==> src/cmp_move_pkg.sv <==
// package: operation codes, widths and reset values for the compare/move unit
package cmp_move_pkg;

    // ************************************************************
    // operation select
    // ************************************************************
    typedef enum logic [2:0] {
        OP_THREE_WAY_COMPARE,
        OP_ZONE_COMPARE,
        OP_WORD_MOVE,
        OP_DOUBLE_WORD_MOVE,
        OP_DIGIT_SHIFT_MOVE
    } op_t;

    // ************************************************************
    // widths and reset values
    // ************************************************************
    localparam int          WORD_W       = 16;
    localparam int          DWORD_W      = 32;
    localparam int          FLAG_N       = 3;
    localparam logic [2:0]  FLAG_RESET   = 3'h0;
    localparam logic [31:0] DEST_RESET   = 32'h0000_0000;

    // ************************************************************
    // flag positions within the three-flag group
    // ************************************************************
    localparam int FLAG_ABOVE = 0;
    localparam int FLAG_EQUAL = 1;
    localparam int FLAG_BELOW = 2;

endpackage : cmp_move_pkg

==> src/cmp_move_if.sv <==
// interface: carries a signed comparison request and its three-flag answer
interface cmp_move_if;
    logic        wide;
    logic [31:0] lhs;
    logic [31:0] rhs;
    logic [2:0]  flags;

    modport requester (output wide, output lhs, output rhs, input flags);
    modport comparator (input wide, input lhs, input rhs, output flags);
endinterface : cmp_move_if

==> src/compare_move_unit.sv <==
// compare and move execution datapath
// Summary of operation
// - three-way compare writes outcome to flags
// - operands signed; sign bit 15 or 31
// - flags: above, equal, below in order
// - exactly one flag set per compare
// - undriven three-way compare keeps its flags
// - zone compare tests value against two bounds
// - flags: below lower, inside, above upper
// - inverted bounds: compare against lower bound
// - undriven zone compare keeps its flags
// - indexed operands allow only 16-bit form
// - move copies unchanged; idle keeps destination
// - word move transfers one 16-bit word
// - double move: upper word from higher register in 32-bit form, zero in 16-bit form
module compare_move_unit (
    input  wire logic                ref_clk,
    input  wire logic                rstn,
    input  wire logic                drive,
    input  wire cmp_move_pkg::op_t   op,
    input  wire logic                wide,
    input  wire logic                indexed,
    input  wire logic [31:0]         src1,
    input  wire logic [31:0]         src2,
    input  wire logic [31:0]         src3,
    input  wire logic [15:0]         src_low,
    input  wire logic [15:0]         src_high,
    output logic [2:0]               cmp_flags,
    output logic [2:0]               zone_flags,
    output logic [31:0]              dest,
    output logic                     done,
    output logic                     form_error
);
    // ************************************************************
    // state
    // ************************************************************
    typedef struct packed {
        logic [2:0]  cmp_flags;
        logic [2:0]  zone_flags;
        logic [31:0] dest;
        logic        done;
        logic        form_error;
    } state_t;

    state_t st;
    state_t next_st;

    // ************************************************************
    // comparators
    // ************************************************************
    // lo_if carries the main compare and the lower-bound test, hi_if the upper one
    cmp_move_if lo_if ();
    cmp_move_if hi_if ();

    signed_comparator u_lo (
        .cmp (lo_if.comparator)
    );
    signed_comparator u_hi (
        .cmp (hi_if.comparator)
    );

    logic               eff_wide;
    logic               bounds_inverted;
    logic signed [31:0] lo_s;
    logic signed [31:0] hi_s;
    logic               cmp_hit;
    logic               zone_hit;
    logic               move_hit;
    logic               known_op;
    logic [2:0]         zone_result;
    logic [31:0]        move_result;

    // ************************************************************
    // operation decode
    // ************************************************************
    always_comb begin
        cmp_hit  = 1'b0;
        zone_hit = 1'b0;
        move_hit = 1'b0;
        known_op = 1'b1;
        case (op)
            cmp_move_pkg::OP_THREE_WAY_COMPARE: begin
                cmp_hit = drive;
            end
            cmp_move_pkg::OP_ZONE_COMPARE: begin
                zone_hit = drive;
            end
            cmp_move_pkg::OP_WORD_MOVE: begin
                move_hit = drive;
            end
            cmp_move_pkg::OP_DOUBLE_WORD_MOVE: begin
                move_hit = drive;
            end
            default: begin
                // digit shift move is decoded only, so it writes no result and done stays low
                known_op = 1'b0;
            end
        endcase
    end

    // ************************************************************
    // width selection
    // ************************************************************
    always_comb begin
        // indexed operands force the narrow form
        eff_wide = wide & ~indexed;
        if (eff_wide) begin
            lo_s = src1;
            hi_s = src2;
        end else begin
            lo_s = {{16{src1[15]}}, src1[15:0]};
            hi_s = {{16{src2[15]}}, src2[15:0]};
        end
        bounds_inverted = (lo_s > hi_s);
    end

    // ************************************************************
    // comparator operands
    // ************************************************************
    always_comb begin
        lo_if.wide = eff_wide;
        hi_if.wide = eff_wide;
        if (op == cmp_move_pkg::OP_ZONE_COMPARE) begin
            // lower bound against the value, value against the upper bound
            lo_if.lhs = src1;
            lo_if.rhs = src3;
            hi_if.lhs = src3;
            hi_if.rhs = src2;
        end else begin
            lo_if.lhs = src1;
            lo_if.rhs = src2;
            // upper comparator idles on zeros outside the zone compare
            hi_if.lhs = 32'h0000_0000;
            hi_if.rhs = 32'h0000_0000;
        end
    end

    // ************************************************************
    // zone decision
    // ************************************************************
    always_comb begin
        zone_result = cmp_move_pkg::FLAG_RESET;
        if (bounds_inverted) begin
            // lower bound alone acts as the reference
            zone_result = lo_if.flags;
        end else if (lo_if.flags[cmp_move_pkg::FLAG_ABOVE]) begin
            // zone group reuses the bit positions of the three-way group
            zone_result[cmp_move_pkg::FLAG_ABOVE] = 1'b1;
        end else if (hi_if.flags[cmp_move_pkg::FLAG_ABOVE]) begin
            zone_result[cmp_move_pkg::FLAG_BELOW] = 1'b1;
        end else begin
            // both bounds count as inside
            zone_result[cmp_move_pkg::FLAG_EQUAL] = 1'b1;
        end
    end

    // ************************************************************
    // move data
    // ************************************************************
    always_comb begin
        move_result = st.dest;
        if (op == cmp_move_pkg::OP_DOUBLE_WORD_MOVE) begin
            if (eff_wide) begin
                move_result = {src_high, src_low};
            end else begin
                // narrow form of the pair moves the low word only
                move_result = {16'h0000, src_low};
            end
        end else if (op == cmp_move_pkg::OP_WORD_MOVE) begin
            move_result = {16'h0000, src1[15:0]};
        end
    end

    // ************************************************************
    // execution
    // ************************************************************
    always_comb begin
        next_st      = st;
        next_st.done = 1'b0;
        // undriven or digit shift cycles leave form_error as it was
        if (drive && known_op) begin
            next_st.done       = 1'b1;
            next_st.form_error = wide & indexed;
        end
        // each group is written whole, so the two losing flags drop together
        if (cmp_hit) begin
            next_st.cmp_flags = lo_if.flags;
        end
        if (zone_hit) begin
            next_st.zone_flags = zone_result;
        end
        if (move_hit) begin
            next_st.dest = move_result;
        end
    end

    // ************************************************************
    // state register
    // ************************************************************
    always_ff @(posedge ref_clk or negedge rstn) begin
        // reset loads constants only
        if (!rstn) begin
            st.cmp_flags  <= cmp_move_pkg::FLAG_RESET;
            st.zone_flags <= cmp_move_pkg::FLAG_RESET;
            st.dest       <= cmp_move_pkg::DEST_RESET;
            st.done       <= 1'b0;
            st.form_error <= 1'b0;
        end else begin
            st <= next_st;
        end
    end

    // ************************************************************
    // outputs
    // ************************************************************
    // every output comes straight from a flip-flop
    assign cmp_flags  = st.cmp_flags;
    assign zone_flags = st.zone_flags;
    assign dest       = st.dest;
    assign done       = st.done;
    assign form_error = st.form_error;
endmodule : compare_move_unit

==> src/signed_comparator.sv <==
// signed three-way comparator for 16- or 32-bit operands
module signed_comparator (
    cmp_move_if.comparator cmp
);
    logic signed [31:0] a;
    logic signed [31:0] b;

    always_comb begin
        // narrow form sign-extends from bit 15
        if (cmp.wide) begin
            a = cmp.lhs;
            b = cmp.rhs;
        end else begin
            a = {{16{cmp.lhs[15]}}, cmp.lhs[15:0]};
            b = {{16{cmp.rhs[15]}}, cmp.rhs[15:0]};
        end
        cmp.flags = 3'h0;
        if (a > b) begin
            cmp.flags[cmp_move_pkg::FLAG_ABOVE] = 1'b1;
        end else if (a == b) begin
            cmp.flags[cmp_move_pkg::FLAG_EQUAL] = 1'b1;
        end else begin
            cmp.flags[cmp_move_pkg::FLAG_BELOW] = 1'b1;
        end
    end
endmodule : signed_comparator

==> config.mk <==
export PLATFORM = sky130hd
export DESIGN_NAME = compare_move_unit
export DESIGN_NICKNAME = d
export VERILOG_FILES = /design/src/cmp_move_pkg.sv /design/src/cmp_move_if.sv /design/src/compare_move_unit.sv /design/src/signed_comparator.sv
export SDC_FILE = /design/constraint.sdc
export NUM_CORES = 1
export LEC_CHECK = 0
export ABC_AREA = 1
export ABC_CLOCK_PERIOD_IN_PS = 1200
export BUFFER_PORTS_ARGS = -buffer_cell sky130_fd_sc_hd__buf_2
export CAP_MARGIN = 40
export CORE_MARGIN = 2
export CORE_UTILIZATION = 55
export DETAILED_ROUTE_END_ITERATION = 10
export PLACE_DENSITY = 0.85
export SLEW_MARGIN = 20
export SYNTH_ARGS = -nofsm -noshare
export SYNTH_HDL_FRONTEND = slang
export SYNTH_HIERARCHICAL = 1
export SYNTH_SLANG_ARGS = --single-unit
==> constraint.sdc <==
create_clock -name ref_clk -period 1.2 [get_ports ref_clk]
set_input_delay 0.24 -clock ref_clk [delete_from_list [all_inputs] [get_ports ref_clk]]
set_output_delay 0.24 -clock ref_clk [all_outputs]
set_load 0.005 [all_outputs]
Word-level counts from Yosys, hierarchy flattened
Index checks and enable logic that the tools add are counted.
{ "totals": {"regBits": 40} }
{ "op_classes": {"eq_ne": 4, "n_mux": 26, "bitwise_logic": 3, "reduce_logical": 6, "magnitude_cmp": 3} }
{ "ops": {"columns": ["cell", "count"], "rows": [
  ["$mux W32", 11],
  ["$gt A32 B32 Y1", 3],
  ["$eq A32 B32 Y1", 1],
  ["$mux W1", 11],
  ["$eq A3 B2 Y1 const B", 2],
  ["$mux W2", 3],
  ["$reduce_or A4 Y1", 1],
  ["$eq A3 B1 Y1 const B", 1],
  ["$logic_not A3 Y1", 1],
  ["$mux W3", 1],
  ["$and A1 B1 Y1", 2],
  ["$reduce_and A2 Y1", 1],
  ["$reduce_bool A2 Y1", 1],
  ["$reduce_or A2 Y1", 1],
  ["$logic_and A1 B1 Y1", 1],
  ["$not A1 Y1", 1]
]} }

Logic depth before layout (Yosys ltp)
{ "logic_depth": {"word_depth": 8, "mapped_depth": 28, "depth_no_buf": 27} }

Hierarchy
Netlist, hierarchy kept.
{ "modules_own_cells": {"columns": ["mod", "seq_area_each_um2", "cells_per_inst", "area_each_um2", "instances"], "rows": [
  ["compare_move_unit", 1001.0, 547, 3687.3, 1],
  ["signed_comparator", 0.0, 188, 1079.8, 2]
]} }

Worst setup path after synthesis
No wires, ideal clock.
{ "synth_path": {"kind": "input port to flip-flop", "startpoint": "input op[0]", "endpoint": "register, netlist name zone_flags[1]", "required_ns": 1.135, "slack_ns": -2.047, "n_path_buf": 3, "arrival_ns": 3.182, "stages": 25, "cell_sequence": "inv_1 nor2_1 inv_2 nor2_4 inv_2 buf_6 buf_8 nor2_4 o21bai_1 inv_1 nor2_1 buf_2 a21oi_1 ha_1 a21o_1 o21ai_1 nand2_1 a21oi_1 nand3_1 nand2_1 nor2_1 or2_2 nand2_1 nand3_1 nand2_1"} }
{ "synth_via": {"elab_chain_cells": 8} }
{ "synth_rtl": {"columns": ["element", "line_no", "source"], "rows": [
  ["start: declaration", "compare_move_unit.sv:20", "input wire cmp_move_pkg::op_t op,"],
  ["$eq A3 B1 Y1", "compare_move_unit.sv:123", "if (op == cmp_move_pkg::OP_ZONE_COMPARE) begin"],
  ["$mux W32", "compare_move_unit.sv:123", null],
  ["via hi_if.lhs[15]", "cmp_move_if.sv:4", "logic [31:0] lhs;"],
  ["$mux W32", "signed_comparator.sv:10", "if (cmp.wide) begin"],
  ["$gt A32 B32 Y1", "signed_comparator.sv:18", "if (a > b) begin"],
  ["$mux W1", "signed_comparator.sv:18", null],
  ["$mux W1", "compare_move_unit.sv:149", "end else if (hi_if.flags[cmp_move_pkg::FLAG_ABOVE]) begin"],
  ["$mux W2", "compare_move_unit.sv:146", "end else if (lo_if.flags[cmp_move_pkg::FLAG_ABOVE]) begin"],
  ["$mux W3", "compare_move_unit.sv:143", "if (bounds_inverted) begin"]
]} }
The timed path passes the listed nets, and every way through them passes these cells.
A chain may end at the register's enable or synchronous reset.

Final worst setup path
{ "layout_path": {"startpoint": "input op[2]", "endpoint": "register, netlist name zone_flags[1]"} }
{ "layout_via": {"elab_chain_cells": 8} }
{ "layout_rtl": {"columns": ["element", "line_no"], "rows": [
  ["$eq A3 B1 Y1", "compare_move_unit.sv:123"],
  ["$mux W32", "compare_move_unit.sv:123"],
  ["via hi_if.lhs[15]", "cmp_move_if.sv:4"],
  ["$mux W32", "signed_comparator.sv:10"],
  ["$gt A32 B32 Y1", "signed_comparator.sv:18"],
  ["$mux W1", "signed_comparator.sv:18"],
  ["$mux W1", "compare_move_unit.sv:149"],
  ["$mux W2", "compare_move_unit.sv:146"],
  ["$mux W3", "compare_move_unit.sv:143"]
]} }
The timed path passes the listed nets, and every way through them passes these cells.

==> impl_metrics.tcl <==
set metrics [dict create \
    p_clk_share_pct 21.2 \
    vias 6895 \
    fmax_mhz 343 \
    die_height_um 107 \
    postSynthAreaPerCell_um2 6.34 \
    wirelength_um 17700 \
    first_iter_violations 539 \
    hold_slack_ns 0.199 \
    port_buffers 175 \
    post-route-period-util_pct 243 \
    final-setup-viol-count 6 \
    violations "negative setup slack" \
    synth_area_mm2 0.00583 \
    crit_top_cell "nor2_4" \
    nets 1418 \
    clk_path_buf_depth 2 \
    syn_to_final_growth_pct 38.4 \
    maxSlewHeadroom_pct 77.1 \
    clk_pin_slew_ns 0.07 \
    drive_above_1_share_pct 30.4 \
    fill_cells 751 \
    holdPathStages 3 \
    fin_crit_ns 2.91 \
    fp.dieW_um 107 \
    required_ns 1.43 \
    synth_cells 919 \
    grt_use_total_pct 29.7 \
    layout.cells.non_filler 1323 \
    tightest_slew_ns 0.344 \
    cp.arrival_ns 3.15 \
    h-tree-depth 2 \
    ant_nets 0 \
    ff_latch_area_mm2 0.00100 \
    ir_worst_vdd_uv 689 \
    powerDensity_mw_per_mm2 697 \
    cts_tree "yes" \
    grt_start_max_net_pins 41 \
    clock_skew_ns 0 \
    final_hold_viol_count 0 \
    p_sw_uw 2060 \
    status "complete, but fails checks" \
    path_cells "buf_8 -> nor2_4 -> inv_4 -> nor2_4 -> clkinv_4 -> nor2_4 -> o21bai_1 -> inv_1 -> nor2_4 -> buf_12 -> buf_6 -> a21oi_2 -> ha_1 -> a21o_1 -> o21ai_1 -> nand2_1 -> a21oi_2 -> nand3_1 -> nand2_2 -> nor2_2 -> or2_2 -> nand2_1 -> nand3_1 -> nand2_1" \
    dieArea_mm2 0.0114 \
    hpwl_um 14200 \
    setup_ws_ns -1.71 \
    synth_nets 1151 \
    cts.sinks 40 \
    grt_pass1_vias 6284 \
    finalMaxSlewViolations 0 \
    antennaDiodeCount 0 \
    p_int_uw 3570 \
    route.detailed.drc 0 \
    reg2reg_depth 2 \
    gp_congestion 0.948 \
    startpoint_type "input port" \
    critPathKind "in2reg" \
    rows 37 \
    core-area_mm2 0.0103 \
    ios 176 \
    seqPwrFrac_pct 28.4 \
    netSwitchingFraction_pct 36.6 \
    cts-root-buf "clkbuf_8" \
    multiInputGateArea_mm2 0.00419 \
    initial_core_util_pct 56.5 \
    p_comb_share_pct 50.4 \
    cts_buffers 5 \
    setup-tns-final_ns -9.67 \
    hp-class "in2reg" \
    cp_max_fo 7 \
    grt_pass1_wl_um 27600 \
    via_per_inst 5.21 \
    wire_per_inst_um 13.4 \
    endpoint_kind "flip-flop" \
    drtPass1Iterations 5 \
    fin_util_pct 78.1 \
    drv_cap 0 \
    antenna_found_initial 0 \
    place_inst 1300 \
    leakage_uw 0.00466 \
    power_uw 5630 \
    worstSkewPairLatency_ns 0.29 \
    yosys_warnings 6 \
    max_stage_delay_ns 0.31 \
    grt.overflow.total 0 \
    slowest_stage "ha_1" \
    rsz0062_at_grt "yes" \
]
-- layer usage --
layer  global-route usage [%]  part of all wire, %  routed length [µm]  vias up
met5                        0                    0                   0        -
met4                     11.8                  2.6                 453        0
met3                     3.59                  6.5                1160       38
met2                     52.3                   48                8510      277
met1                     36.8                   43                7590     3096
li1                         -                    -                   -     3484
-- what timing repair did --
| action | CTS | global route |
|---|---|---|
| cloned | 1 | 1 |
| endpoints found under the hold margin | 40 | 0 |
| buffers inserted | 2 | 10 |
| hold buffers | 1 | 0 |
| resized for setup | 7 | 17 |
| pin swaps | 3 | 2 |
| endpoints found under the setup margin | 6 | 7 |
-- layout by cell type (no fill, tap or decap), types with 2 or more instances in the layout --
master,n
nand2_1,243
buf_2,173
inv_1,130
buf_4,103
ha_1,96
nor2_1,89
a21oi_1,68
o21ai_0,66
dfrtp_1,40
o21bai_1,32
nand3_1,30
nor2_4,25
buf_12,15
o21ai_1,10
nand4_1,10
nor2_2,7
nand2_2,7
clkbuf_8,7
a21oi_2,6
a21o_1,5
o21a_1,4
buf_6,4
nor3_4,2
nand3b_1,2
o21a_2,2
-- critical path, delay by kind of cell --
kind                       cells  cell delay, ns
and+or+nand+nor               12            1.32
adders and majority gates      1            0.31
buffers and inverters          6            0.62
AOI/OAI and AO/OA              5            0.65
-- power by group through the flow --
stage          clock (µW)  combinational [µW]  sequential, µW
3_3_place_gp            0                2560            1610
3_5_place_dp            0                2630            1620
6_report             1190                2840            1600
5_1_grt              1280                3160            1620
2_1_floorplan           0                1480            1630
4_1_cts              1210                2680            1600
-- state kept, by name, summed over array words and instances (netlist names) --
register / flops
dest: 32
cmp_flags: 3
zone_flags: 3
done: 1
form_error: 1
-- worst paths after layout --
| check | startpoint | endpoint | slack (ns) |
|---|---|---|---|
| max | op[2] | zone_flags[1] | -1.71 |
| min reg2reg | zone_flags[2] | zone_flags[2] | 0.49 |
| max reg2reg | dest[27] | dest[27] | 0.52 |
| min | src_high[15] | dest[31] | 0.20 |
| min in group asynchronous | rstn | dest[11] | 0.43 |
| max in group asynchronous | rstn | cmp_flags[0] | 0.57 |
-- through the flow --
stage	instance area, µm²	setup slack (ns)
6_report	8070	-1.71
5_1_grt	8070	-1.90
4_1_cts	7910	-1.49
3_5_place_dp	7720	-1.87
3_3_place_gp	7720	-1.76
2_1_floorplan	5880	-1.76
-- area by class of cell --
class	instances	area share, %
multi-input cells	706	51.9
flip-flops and latches	40	12.4
well taps	136	2.11
clock buffers	7	1.19
clock inverters	1	0.372
repair buffers	299	25.6
inverters	134	6.42
Power figures use the tool's default switching activity.
